$ cat src/mfr_pkg.sv
// Shared constants, register map and fault table for the fault reaction sequencer.
package mfr_pkg;

    // Clock and time base.
    localparam int MFR_CLK_PERIOD_NS = 25;
    localparam int MFR_TICK_NS       = 1000000;
    localparam int MFR_TICK_CYCLES   = (MFR_TICK_NS + MFR_CLK_PERIOD_NS - 1) / MFR_CLK_PERIOD_NS;

    // Widths.
    localparam int MFR_ADDR_W  = 8;
    localparam int MFR_DATA_W  = 32;
    localparam int MFR_PARAM_W = 16;
    localparam int MFR_TICK_W  = 16;

    // Register byte offsets.
    localparam logic [7:0] MFR_REG_CTRL    = 8'h00;
    localparam logic [7:0] MFR_REG_DECEL   = 8'h04;
    localparam logic [7:0] MFR_REG_STOPVEL = 8'h08;
    localparam logic [7:0] MFR_REG_BRKDLY  = 8'h0C;
    localparam logic [7:0] MFR_REG_RAMPTO  = 8'h10;
    localparam logic [7:0] MFR_REG_STATUS  = 8'h14;
    localparam logic [7:0] MFR_REG_ACTIVE  = 8'h18;
    localparam logic [7:0] MFR_REG_LASTLOG = 8'h1C;

    // Control register fields.
    localparam int MFR_CTRL_BRAKE_INT = 0;
    localparam int MFR_CTRL_CLEAR     = 1;

    // Reset values of the software parameters.
    localparam logic       MFR_DEF_BRAKE_INT = 1'h1;
    localparam logic [15:0] MFR_DEF_DECEL    = 16'h0100;
    localparam logic [15:0] MFR_DEF_STOPVEL  = 16'h0010;
    localparam logic [15:0] MFR_DEF_BRKDLY   = 16'h0064;
    localparam logic [15:0] MFR_DEF_RAMPTO   = 16'h07D0;

    // Sequencer states.
    typedef enum logic [2:0] {
        MFR_ST_RUN   = 3'b000,
        MFR_ST_DECEL = 3'b001,
        MFR_ST_BRAKE = 3'b010,
        MFR_ST_STOP  = 3'b011,
        MFR_ST_FATAL = 3'b100
    } mfr_state_t;

    // One fault source: severity, group and logged status code.
    typedef struct packed {
        logic       fatal;
        logic [4:0] group;
        logic [7:0] code;
    } mfr_fault_desc_t;

    // One register bus request.
    typedef struct packed {
        logic                  wr;
        logic                  rd;
        logic [MFR_ADDR_W-1:0] addr;
        logic [MFR_DATA_W-1:0] wdata;
    } mfr_bus_req_t;

    localparam int MFR_NUM_FAULTS = 19;

    // Fault input index order matches this table.
    localparam mfr_fault_desc_t MFR_FAULT_TAB [MFR_NUM_FAULTS] = '{
        '{1'h0, 5'h01, 8'h3D},  // RL11
        '{1'h0, 5'h01, 8'h49},  // RL11
        '{1'h0, 5'h01, 8'h4D},  // RL11
        '{1'h0, 5'h02, 8'h3A},  // RL12
        '{1'h0, 5'h04, 8'h1A},  // RL13
        '{1'h0, 5'h05, 8'h4B},  // RL14
        '{1'h0, 5'h05, 8'h5E},  // RL14
        '{1'h0, 5'h06, 8'h4C},  // RL15
        '{1'h0, 5'h07, 8'h48},  // RL16
        '{1'h0, 5'h07, 8'h51},  // RL16
        '{1'h0, 5'h07, 8'h52},  // RL16
        '{1'h0, 5'h08, 8'h4A},  // RL17
        '{1'h0, 5'h09, 8'h40},  // RL18
        '{1'h0, 5'h09, 8'h42},  // RL18
        '{1'h0, 5'h09, 8'h43},  // RL18
        '{1'h0, 5'h0A, 8'hA8},  // RL19
        '{1'h0, 5'h0A, 8'h0C},  // RL19
        '{1'h1, 5'h0A, 8'h7B},  // RL20
        '{1'h0, 5'h0B, 8'h05}   // RL21
    };

endpackage : mfr_pkg

$ cat src/mfr_sequencer.sv
// Fault reaction sequencer: fault latching, stop sequence, brake and log codes.
//
// Overview of operation
// RL1: Fatal fault disables bridge at once.
// RL2: Internal brake select applies brake on fatal.
// RL3: External brake select never drives the brake.
// RL4: Non-fatal fault starts deceleration at set rate.
// RL5: Brake applies when speed falls below threshold.
// RL6: Bridge disables after brake-to-disable delay.
// RL7: Deceleration deadline forces disable and brake.
// RL8: Brake driven only under internal brake select.
// RL9: Fatal fault latched until device reset.
// RL10: Non-fatal fault clears once condition gone; the latch also needs a clear bit write to the control register.
// RL11: Short circuits logged as group 1 codes.
// RL12: Bus over-voltage logged as group 2.
// RL13: Ambient over-temperature logged as group 4.
// RL14: Bridge over-temperatures logged as group 5.
// RL15: Motor over-temperature logged as group 6.
// RL16: Encoder faults logged as group 7.
// RL17: Resolver loss logged as group 8.
// RL18: Supply faults logged as group 9.
// RL19: Store init and write failures non-fatal.
// RL20: Store address out of range is fatal.
// RL21: Process data object failure is group 11.
// RL22: Fatal during controlled stop aborts the stop.

`timescale 1ns/100ps

module mfr_sequencer
#(
    parameter int TICK_CYCLES = mfr_pkg::MFR_TICK_CYCLES
)
(
    // Clock and reset.
    input  wire logic                                clk,
    input  wire logic                                rstn,
    // Register bus.
    input  wire mfr_pkg::mfr_bus_req_t               busReq,
    output logic [mfr_pkg::MFR_DATA_W-1:0]           busRdata,
    // Fault sources and motion feedback.
    input  wire logic [mfr_pkg::MFR_NUM_FAULTS-1:0]  faultIn,
    input  wire logic [mfr_pkg::MFR_PARAM_W-1:0]     speedAbs,
    input  wire logic                                driveEnableReq,
    // Power stage, brake and motion controller.
    output logic                                     bridgeEnable,
    output logic                                     brakeApply,
    output logic                                     decelActive,
    output logic [mfr_pkg::MFR_PARAM_W-1:0]          decelRate,
    // Fault log.
    output logic                                     logValid,
    output mfr_pkg::mfr_fault_desc_t                 logRec,
    output mfr_pkg::mfr_state_t                      seqState
);
    import mfr_pkg::*;

    localparam int NF = MFR_NUM_FAULTS;

    // Software parameters.
    logic                   ctrlBrakeInt_ff;
    logic [MFR_PARAM_W-1:0] decelLimit_ff;
    logic [MFR_PARAM_W-1:0] stopVel_ff;
    logic [MFR_PARAM_W-1:0] brakeDelay_ff;
    logic [MFR_PARAM_W-1:0] rampTimeout_ff;

    // Fault and sequence state.
    logic [NF-1:0]          faultLatch_ff;
    logic [NF-1:0]          logged_ff;
    logic [NF-1:0]          fatalMask;
    mfr_state_t             state_ff;
    mfr_state_t             nxt_state;
    logic [MFR_TICK_W-1:0]  tickCnt_ff;
    logic                   tick;
    logic [MFR_PARAM_W-1:0] elapsed_ff;

    // Outputs.
    logic [MFR_DATA_W-1:0]  busRdata_ff;
    logic                   bridgeEnable_ff;
    logic                   brakeApply_ff;
    logic                   decelActive_ff;
    logic [MFR_PARAM_W-1:0] decelRate_ff;
    logic                   logValid_ff;
    mfr_fault_desc_t        logRec_ff;

    // Bus decode and fault summaries.
    logic                   wrCtrl;
    logic                   clearReq;
    logic                   fatalNow;
    logic                   nonFatalNow;
    logic [NF-1:0]          pending;
    logic                   anyPending;
    logic [4:0]             pendIdx;

    assign wrCtrl   = busReq.wr && (busReq.addr == MFR_REG_CTRL);
    assign clearReq = wrCtrl && busReq.wdata[MFR_CTRL_CLEAR];

    // Per-source latch. A source that is still present wins over a clear in the same cycle.
    for (genvar i = 0; i < NF; i++) begin : g_fault
        assign fatalMask[i] = MFR_FAULT_TAB[i].fatal;

        always_ff @(posedge clk or negedge rstn) begin
            if (!rstn) begin
                faultLatch_ff[i] <= 1'h0;
            end else if (faultIn[i]) begin
                faultLatch_ff[i] <= 1'h1;
            end else if (clearReq && !MFR_FAULT_TAB[i].fatal) begin
                faultLatch_ff[i] <= 1'h0; // RL10
            end
        end

        // Set once the latched source has been logged.
        always_ff @(posedge clk or negedge rstn) begin
            if (!rstn) begin
                logged_ff[i] <= 1'h0;
            end else if (!faultLatch_ff[i]) begin
                logged_ff[i] <= 1'h0;
            end else if (anyPending && (pendIdx == 5'(i))) begin
                logged_ff[i] <= 1'h1;
            end
        end
    end

    // A fatal source is acted on in the cycle it appears, before it is latched.
    assign fatalNow    = |((faultIn | faultLatch_ff) & fatalMask);  // RL9
    assign nonFatalNow = |((faultIn | faultLatch_ff) & ~fatalMask);

    // Software parameters; only the control register carries a self-clearing bit.
    always_ff @(posedge clk or negedge rstn) begin
        if (!rstn) begin
            ctrlBrakeInt_ff <= MFR_DEF_BRAKE_INT;
            decelLimit_ff   <= MFR_DEF_DECEL;
            stopVel_ff      <= MFR_DEF_STOPVEL;
            brakeDelay_ff   <= MFR_DEF_BRKDLY;
            rampTimeout_ff  <= MFR_DEF_RAMPTO;
        end else if (busReq.wr) begin
            case (busReq.addr)
                MFR_REG_CTRL:    ctrlBrakeInt_ff <= busReq.wdata[MFR_CTRL_BRAKE_INT];
                MFR_REG_DECEL:   decelLimit_ff   <= busReq.wdata[MFR_PARAM_W-1:0];
                MFR_REG_STOPVEL: stopVel_ff      <= busReq.wdata[MFR_PARAM_W-1:0];
                MFR_REG_BRKDLY:  brakeDelay_ff   <= busReq.wdata[MFR_PARAM_W-1:0];
                MFR_REG_RAMPTO:  rampTimeout_ff  <= busReq.wdata[MFR_PARAM_W-1:0];
                default: begin
                end
            endcase
        end
    end

    // Millisecond time base for the two stop timeouts.
    assign tick = (tickCnt_ff == MFR_TICK_W'(TICK_CYCLES - 1));

    always_ff @(posedge clk or negedge rstn) begin
        if (!rstn) begin
            tickCnt_ff <= '0;
        end else if (tick) begin
            tickCnt_ff <= '0;
        end else begin
            tickCnt_ff <= tickCnt_ff + MFR_TICK_W'(1);
        end
    end

    // The prescaler runs free, so a wait of N ticks lasts N-1 to N ticks.
    // Elapsed whole ticks in the current state; saturates rather than wrapping.
    always_ff @(posedge clk or negedge rstn) begin
        if (!rstn) begin
            elapsed_ff <= '0;
        end else if (nxt_state != state_ff) begin
            elapsed_ff <= '0;
        end else if (tick && (elapsed_ff != '1)) begin
            elapsed_ff <= elapsed_ff + MFR_PARAM_W'(1);
        end
    end

    // Next-state logic; a fatal source overrides every state.
    always_comb begin
        nxt_state = state_ff;
        if (fatalNow) begin
            nxt_state = MFR_ST_FATAL; // RL1 RL22
        end else begin
            case (state_ff)
                MFR_ST_RUN: begin
                    if (nonFatalNow) begin
                        nxt_state = MFR_ST_DECEL; // RL4
                    end
                end
                MFR_ST_DECEL: begin
                    if (speedAbs < stopVel_ff) begin
                        nxt_state = MFR_ST_BRAKE; // RL5
                    end else if (elapsed_ff >= rampTimeout_ff) begin
                        nxt_state = MFR_ST_STOP; // RL7
                    end
                end
                MFR_ST_BRAKE: begin
                    if (elapsed_ff >= brakeDelay_ff) begin
                        nxt_state = MFR_ST_STOP; // RL6
                    end
                end
                MFR_ST_STOP: begin
                    if (!nonFatalNow) begin
                        nxt_state = MFR_ST_RUN; // RL10
                    end
                end
                MFR_ST_FATAL: begin
                    nxt_state = MFR_ST_FATAL; // RL9
                end
                default: begin
                    nxt_state = MFR_ST_RUN;
                end
            endcase
        end
    end

    // State register.
    always_ff @(posedge clk or negedge rstn) begin
        if (!rstn) begin
            state_ff <= MFR_ST_RUN;
        end else begin
            state_ff <= nxt_state;
        end
    end

    // The bridge follows the next state so a fatal source cuts it on the very edge it is seen.
    always_ff @(posedge clk or negedge rstn) begin
        if (!rstn) begin
            bridgeEnable_ff <= 1'h0;
        end else begin
            bridgeEnable_ff <= driveEnableReq && (nxt_state == MFR_ST_RUN || nxt_state == MFR_ST_DECEL ||
                                                  nxt_state == MFR_ST_BRAKE); // RL1 RL6 RL7
        end
    end

    // With external brake select the output stays released; the user owns the brake then.
    always_ff @(posedge clk or negedge rstn) begin
        if (!rstn) begin
            brakeApply_ff <= 1'h0;
        end else begin
            brakeApply_ff <= ctrlBrakeInt_ff && (nxt_state == MFR_ST_FATAL || nxt_state == MFR_ST_BRAKE ||
                                                 nxt_state == MFR_ST_STOP); // RL2 RL3 RL5 RL7 RL8
        end
    end

    // Only the rate is passed on; the motion controller runs the ramp.
    always_ff @(posedge clk or negedge rstn) begin
        if (!rstn) begin
            decelActive_ff <= 1'h0;
            decelRate_ff   <= '0;
        end else begin
            decelActive_ff <= (nxt_state == MFR_ST_DECEL); // RL4
            decelRate_ff   <= decelLimit_ff; // RL4
        end
    end

    // One log entry per cycle, lowest source index first; later ones wait their turn.
    assign pending    = faultLatch_ff & ~logged_ff;
    assign anyPending = |pending;

    always_comb begin
        pendIdx = '0;
        for (int k = NF - 1; k >= 0; k--) begin
            if (pending[k]) begin
                pendIdx = 5'(k);
            end
        end
    end

    always_ff @(posedge clk or negedge rstn) begin
        if (!rstn) begin
            logValid_ff <= 1'h0;
            logRec_ff   <= '0;
        end else begin
            logValid_ff <= anyPending;
            if (anyPending) begin
                logRec_ff <= MFR_FAULT_TAB[pendIdx]; // RL11 RL12 RL13 RL14 RL15 RL16 RL17 RL18 RL19 RL20 RL21
            end
        end
    end

    // Register reads answer one cycle later; unmapped offsets read zero.
    always_ff @(posedge clk or negedge rstn) begin
        if (!rstn) begin
            busRdata_ff <= '0;
        end else if (busReq.rd) begin
            case (busReq.addr)
                MFR_REG_CTRL:    busRdata_ff <= {31'h0, ctrlBrakeInt_ff};
                MFR_REG_DECEL:   busRdata_ff <= {16'h0, decelLimit_ff};
                MFR_REG_STOPVEL: busRdata_ff <= {16'h0, stopVel_ff};
                MFR_REG_BRKDLY:  busRdata_ff <= {16'h0, brakeDelay_ff};
                MFR_REG_RAMPTO:  busRdata_ff <= {16'h0, rampTimeout_ff};
                MFR_REG_STATUS:  busRdata_ff <= {25'h0, bridgeEnable_ff, brakeApply_ff, nonFatalNow,
                                                 fatalNow, state_ff};
                MFR_REG_ACTIVE:  busRdata_ff <= {13'h0, faultLatch_ff};
                MFR_REG_LASTLOG: busRdata_ff <= {18'h0, logRec_ff};
                default:         busRdata_ff <= '0;
            endcase
        end else begin
            busRdata_ff <= '0;
        end
    end

    // Every port is a plain copy of a flip-flop.
    assign busRdata     = busRdata_ff;
    assign bridgeEnable = bridgeEnable_ff;
    assign brakeApply   = brakeApply_ff;
    assign decelActive  = decelActive_ff;
    assign decelRate    = decelRate_ff;
    assign logValid     = logValid_ff;
    assign logRec       = logRec_ff;
    assign seqState     = state_ff;
endmodule : mfr_sequencer

$ cat config.mk
export PLATFORM = sky130hd
export DESIGN_NAME = mfr_sequencer
export DESIGN_NICKNAME = d
export VERILOG_FILES = /design/src/mfr_pkg.sv /design/src/mfr_sequencer.sv
export SDC_FILE = /design/constraint.sdc
export NUM_CORES = 1
export LEC_CHECK = 0
export BUFFER_PORTS_ARGS = -buffer_cell sky130_fd_sc_hd__buf_4
export CELL_PAD_IN_SITES_DETAIL_PLACEMENT = 0
export CELL_PAD_IN_SITES_GLOBAL_PLACEMENT = 2
export CORE_ASPECT_RATIO = 1.75
export CORE_MARGIN = 2
export CORE_UTILIZATION = 35
export DETAILED_ROUTE_END_ITERATION = 12
export PLACE_DENSITY = 0.86
export SYNTH_ARGS = -nofsm -noshare
export SYNTH_HDL_FRONTEND = slang
export SYNTH_SLANG_ARGS = --single-unit
export TNS_END_PERCENT = 30
$ cat constraint.sdc
create_clock -name clk -period 3.1 [get_ports clk]
set_clock_uncertainty 0.05 [all_clocks]
set_input_delay 0.465 -clock clk [delete_from_list [all_inputs] [get_ports clk]]
set_output_delay 0.465 -clock clk [all_outputs]
set_load 0.01 [all_outputs]
After elaboration in Yosys (flattened, before gate mapping)
Memories as Yosys holds them, arrays and structs flattened. A register that Yosys moved wholly into a read port is not among the register bits.
Cells that the tools add are included.
- register bits after elaboration: 190
- bits in read-only memories: 448
- output and inout port bits: 69
- word-level logic and storage cells: 264
- memories: 1
- memories (name ; words ; bits a word ; rd ports ; clocked after Yosys merged registers in ; write ports ; RTL line ; RTL):
    (no name shown) ; 32 ; 14 ; 1 ; 1 ; 0 ; mfr_sequencer.sv:271 ; logRec_ff <= MFR_FAULT_TAB[pendIdx];
- add/sub/neg operators: 2
- $lt $le $gt $ge: 3
- equality and inequality tests: 55
- muxes and demuxes: 88
- bitwise gates (word level): 4
- reductions and logical operators: 59
- operators by type and width (kind ; number):
    $pmux W19 S8 ; 1
    $mux W5 ; 19
    $mux W1 ; 57
    $mux W16 ; 3
    $eq A5 B4 Y1 const B ; 8
    $ne A2 B1 Y1 const B ; 19
    $reduce_bool A2 Y1 ; 19
    $add A16 B1 Y16 const B ; 2
    $eq A8 B5 Y1 const B ; 4
    $ge A16 B16 Y1 ; 2
    $mux W32 ; 1
    $logic_and A1 B1 Y1 ; 24
    $eq A5 B3 Y1 const B ; 4
    $and A19 B19 Y19 ; 1
    $not A19 Y19 ; 1
    $or A19 B19 Y19 ; 1
    $reduce_or A19 Y1 ; 1
    $mux W3 ; 6
    $reduce_or A18 Y1 ; 1
    $eq A16 B16 Y1 const B ; 1
    $eq A8 B4 Y1 const B ; 2
    $lt A16 B16 Y1 ; 1
    $ne A16 B16 Y1 const B ; 1
    $eq A5 B5 Y1 const B ; 3
    15 further kinds ; 29

Logic depth before layout (Yosys ltp)
- word-level depth: 25
- mapped depth: 12

Least setup slack after synthesis
No wires, ideal clock.
- path type: register -> register
- start point: register logged_ff[16]
- end point: register logRec[0] (netlist name)
- library setup time: 0.127 ns
- arrival time: 2.466 ns
- setup slack: 0.457 ns
- cell stages (with the launch flop): 13
- path buffers: 1
- period minus slack after synthesis: 2.643 ns
- cell sequence: dfrtp_1 -> and2b_4 -> o311ai_0 -> a21oi_1 -> o21ai_0 -> a22o_1 -> o21ai_0 -> ha_1 -> clkbuf_1 -> o21ai_0 -> mux2_2 -> mux2i_1 -> o22ai_1
- longest elaborated chain between the ends: 20
- RTL lines (what ; RTL line ; RTL):
    start, declared ; mfr_sequencer.sv:67 ; logic [NF-1:0] logged_ff;
    start signal, assigned by index ; mfr_sequencer.sv:113 ; logged_ff[i] <= 1'h0;
    start signal, assigned by index ; mfr_sequencer.sv:115 ; logged_ff[i] <= 1'h0;
    start signal, assigned by index ; mfr_sequencer.sv:117 ; logged_ff[i] <= 1'h1;
    $not A19 Y19 * ; mfr_sequencer.sv:252 ; assign pending = faultLatch_ff & ~logged_ff;
    $and A19 B19 Y19 * ; mfr_sequencer.sv:252 ;
    $mux W5 (17 in a row) ; mfr_sequencer.sv:258 ; if (pending[k]) begin
    $not A5 Y6 (implied by the code) ; mfr_sequencer.sv:271 ;
Every way passes the cells marked *; elsewhere a longest branch is shown, timed or not.
A chain may end at the register's enable or synchronous reset.

Worst setup path in the final report
- start point: register faultLatch_ff[16]
- end point: register logRec[9] (netlist name)
- longest elaborated chain between the ends: 19
- RTL lines (what ; RTL line ; RTL):
    start, declared ; mfr_sequencer.sv:66 ; logic [NF-1:0] faultLatch_ff;
    start signal, assigned by index ; mfr_sequencer.sv:102 ; faultLatch_ff[i] <= 1'h0;
    start signal, assigned by index ; mfr_sequencer.sv:104 ; faultLatch_ff[i] <= 1'h1;
    start signal, assigned by index ; mfr_sequencer.sv:106 ; faultLatch_ff[i] <= 1'h0;
    $and A19 B19 Y19 * ; mfr_sequencer.sv:252 ;
    $mux W5 (17 in a row) ; mfr_sequencer.sv:258 ;
    $not A5 Y6 (implied by the code) ; mfr_sequencer.sv:271 ;
Marks and branches as above.

==> impl_metrics.json <==
{
  "multi_input_comb_area_mm2": 0.00477,
  "rsz0062_at_grt": "false",
  "synthCells": 916,
  "io_buffers": 118,
  "p_leak_uw": 0.00546,
  "cts_root_buf": "clkbuf_16",
  "crit_top_cell": "a21oi_1",
  "clk_latency_ps": 460,
  "fin_tns_setup_ps": 0,
  "gp_congestion": 0.910,
  "r2r_start": "faultLatch_ff[16]$_DFFE_PN0P_",
  "hp-class": "primary input to register",
  "yosys.area.top_type": "dfrtp_1",
  "hpwlAfterDp_mm": 22.1,
  "holdPathEnd": "faultLatch_ff[9]$_DFFE_PN0P_",
  "r2r_slack_ps": 240,
  "cts.clk_slew.worst_paths_ps": 80,
  "synth.distinct_cells": 73,
  "maxSlewViolCount": 0,
  "vdd_drop_max_v": 0.000439,
  "cap_violations": 0,
  "fmax_mhz": 350,
  "vias": 7587,
  "yosysMostFrequentCell": "dfrtp_1",
  "async_reset_ff_share_pct": 100,
  "synth_commonest_cells": "178 x dfrtp_1, 68 x mux2_2, 56 x ha_1, 56 x nor2_1, 55 x nand2_1",
  "whs_path_depth": 2,
  "routed_wl_mm": 28.1,
  "cts_resized": 0,
  "grt_use_total_pct": 19.5,
  "ys_seq_area_share_pct": 48.0,
  "endpoint_kind": "register",
  "setup_viol": 0,
  "synth_area_leaders": "dfrtp_1 45%, mux2_2 7.7%, ha_1 7.1%",
  "grt_max_degree": 60,
  "htreeDepth": 4,
  "finalHoldViolCount": 0,
  "slew_headroom_pct": 41.9,
  "cts_tree": "yes",
  "cp_slowest_stage_delay_ps": 440,
  "coreArea_mm2": 0.0280,
  "status": "finished clean",
  "numCtsBuffers": 17,
  "timing.final.crit_period_ps": 2860,
  "rows": 81,
  "seq_area_mm2": 0.00477,
  "num-fill-cells": 2739,
  "post-route-period-util_pct": 92.2,
  "syn_area_mm2": 0.00993,
  "p_per_area_mw_per_mm2": 636,
  "drc_errors": 0,
  "die_w_um": 131,
  "drive_gt1_share_pct": 28.6,
  "worstPathBufferInverterCount": 1,
  "crit_slowest_cell": "or3_1",
  "avgSynthCellArea_um2": 10.8,
  "crit_type": "register to register",
  "cpLargestDelayFamily": "compound AO/OA/AOI/OAI gates",
  "grt_overflow": 0,
  "tightest_slew_ps": 869,
  "cts_sinks": 190,
  "synth_flop_cell": "dfrtp_1",
  "antenna_cells": 0,
  "cp-start-kind": "register",
  "area_growth_pct": 20.7,
  "die-area_mm2": 0.0298,
  "yosys_register_bits": 190,
  "r2r-end": "logRec[9]$_DFFE_PN0P_",
  "grt_first_pass_wirelength_mm": 44.2,
  "initial_utilization_pct": 35.5,
  "grt_pass1_vias": 7853,
  "antenna_found_initial": 0,
  "crit_required_ps": 3390,
  "avgViaCountPerCell": 5.23,
  "drtPass1Iterations": 5,
  "synth_top_area_share_pct": 44.8,
  "first_iter_violations": 391,
  "ys.warnings.count": 0,
  "detail_route.wl_per_cell_um": 19.4,
  "ant_nets": 0,
  "synth_edf_count": 0,
  "finalPower_uw": 7620,
  "reg2reg_depth": 10,
  "crit_chain": "and2b_4, o311ai_2, a21oi_1, o211a_1, or3_1, inv_1, ha_1, nor2_1, a211oi_1, a21oi_1",
  "crit_path_max_fanout": 10,
  "cts_buffer_depth": 2,
  "critPathArrivalTime_ps": 3140,
  "min_from": "faultIn[9]",
  "layout.nets": 1200,
  "io_pins": 149,
  "die_h_um": 227
}
## flip-flops by register name, summed over array words and instances (netlist names)
| signal | count |
|---|---|
| tickCnt_ff | 16 |
| ctrlBrakeInt_ff | 1 |
| decelRate | 16 |
| seqState | 3 |
| elapsed_ff | 16 |
| brakeDelay_ff | 16 |
| rampTimeout_ff | 16 |
| bridgeEnable | 1 |
| decelActive | 1 |
| logRec | 13 |
| stopVel_ff | 16 |
| faultLatch_ff | 19 |
| brakeApply | 1 |
| busRdata | 19 |
| decelLimit_ff | 16 |
| logValid | 1 |
| logged_ff | 19 |
## cells in the final DEF (no fill, tap or decap), drive strengths merged, types with 7 or more instances in the layout
cell and n:
a31oi 14, a21o 25, buf 155, ha 56, and2 7, nand3 24, nor2b 28, dfrtp 178
a22oi 36, nor3 28, nand2 57, xor2 11, and3 12, inv 61, o21ai 20, clkbuf 21
o21a 8, mux2 68, a21oi 44, nor2 61, nand2b 15, nand4 16, dfstp 12, conb 14
xnor2 17, nor4 12
## logic make-up (layout without fill, tap and decap cells)
| kind of cell | Yosys count | count (layout) | share of synthesized area, % |
|---|---|---|---|
| xor+xnor | 28 | 28 | 2.47 |
| flops | 190 | 190 | 48.0 |
| other cells | 1 | 14 | 0.0377 |
| mux | 70 | 70 | 7.91 |
| simple gates | 281 | 281 | 15.9 |
| compound gates | 196 | 196 | 14.1 |
| buf+inv | 94 | 242 | 4.53 |
| fa+ha+maj | 56 | 56 | 7.05 |
## where the power goes
part           internal, uW  switching, uW
registers              2680            175
logic                  1090           1510
clock network          1110           1060
total                  4870           2750
## routing by layer
| layer | GRT usage [%] | wire (um) | up-vias |
|---|---|---|---|
| met1 | 21.6 | 11100 | 3756 |
| met3 | 4.02 | 1150 | 49 |
| met5 | 0 | 0 | - |
| met4 | 9.15 | 1100 | 0 |
| met2 | 35.8 | 14800 | 213 |
| li1 | - | - | 3569 |
## worst max-delay path by stage
stage | endpoint | start | depth (start not counted)
after floorplan | logRec[0]$_DFFE_PN0P_ | logged_ff[16]$_DFFE_PN0P_ | 12
after CTS | logRec[9]$_DFFE_PN0P_ | faultLatch_ff[16]$_DFFE_PN0P_ | 10
final | logRec[9]$_DFFE_PN0P_ | faultLatch_ff[16]$_DFFE_PN0P_ | 10
after global placement | logRec[9]$_DFFE_PN0P_ | faultLatch_ff[16]$_DFFE_PN0P_ | 10
after global routing | logRec[6]$_DFFE_PN0P_ | faultLatch_ff[16]$_DFFE_PN0P_ | 11
after detailed placement | logRec[9]$_DFFE_PN0P_ | faultLatch_ff[16]$_DFFE_PN0P_ | 10
## layout make-up
| type | count | area share [%] |
|---|---|---|
| sequential | 190 | 39.8 |
| multi-input combinational | 645 | 39.8 |
| timing repair buffer | 157 | 10.1 |
| tap | 373 | 3.89 |
| clock buffer | 20 | 3.81 |
| inverter | 53 | 1.66 |
| clock inverter | 12 | 0.971 |
## through the flow
stage / std cells / hold slack [ps] / setup slack, ps / area (um^2) / utilization (%)
2_1_floorplan: 929 / 119 / 457 / 9980 / -
3_3_place_gp: 1417 / 336 / 262 / 11400 / 40.8
3_5_place_dp: 1417 / 334 / 267 / 11400 / 40.8
4_1_cts: 1450 / 120 / 245 / 12000 / 42.9
5_1_grt: 1450 / 131 / 3.94 / 12000 / 42.9
6_report: 1450 / 137 / 242 / 12000 / 42.9
## what timing repair did
action	CTS	global route
buffers inserted	0	0
hold buffers	1	0
setup endpoints to repair	0	0
endpoints found under the hold margin	56	0
Power figures use the tool's default switching activity.
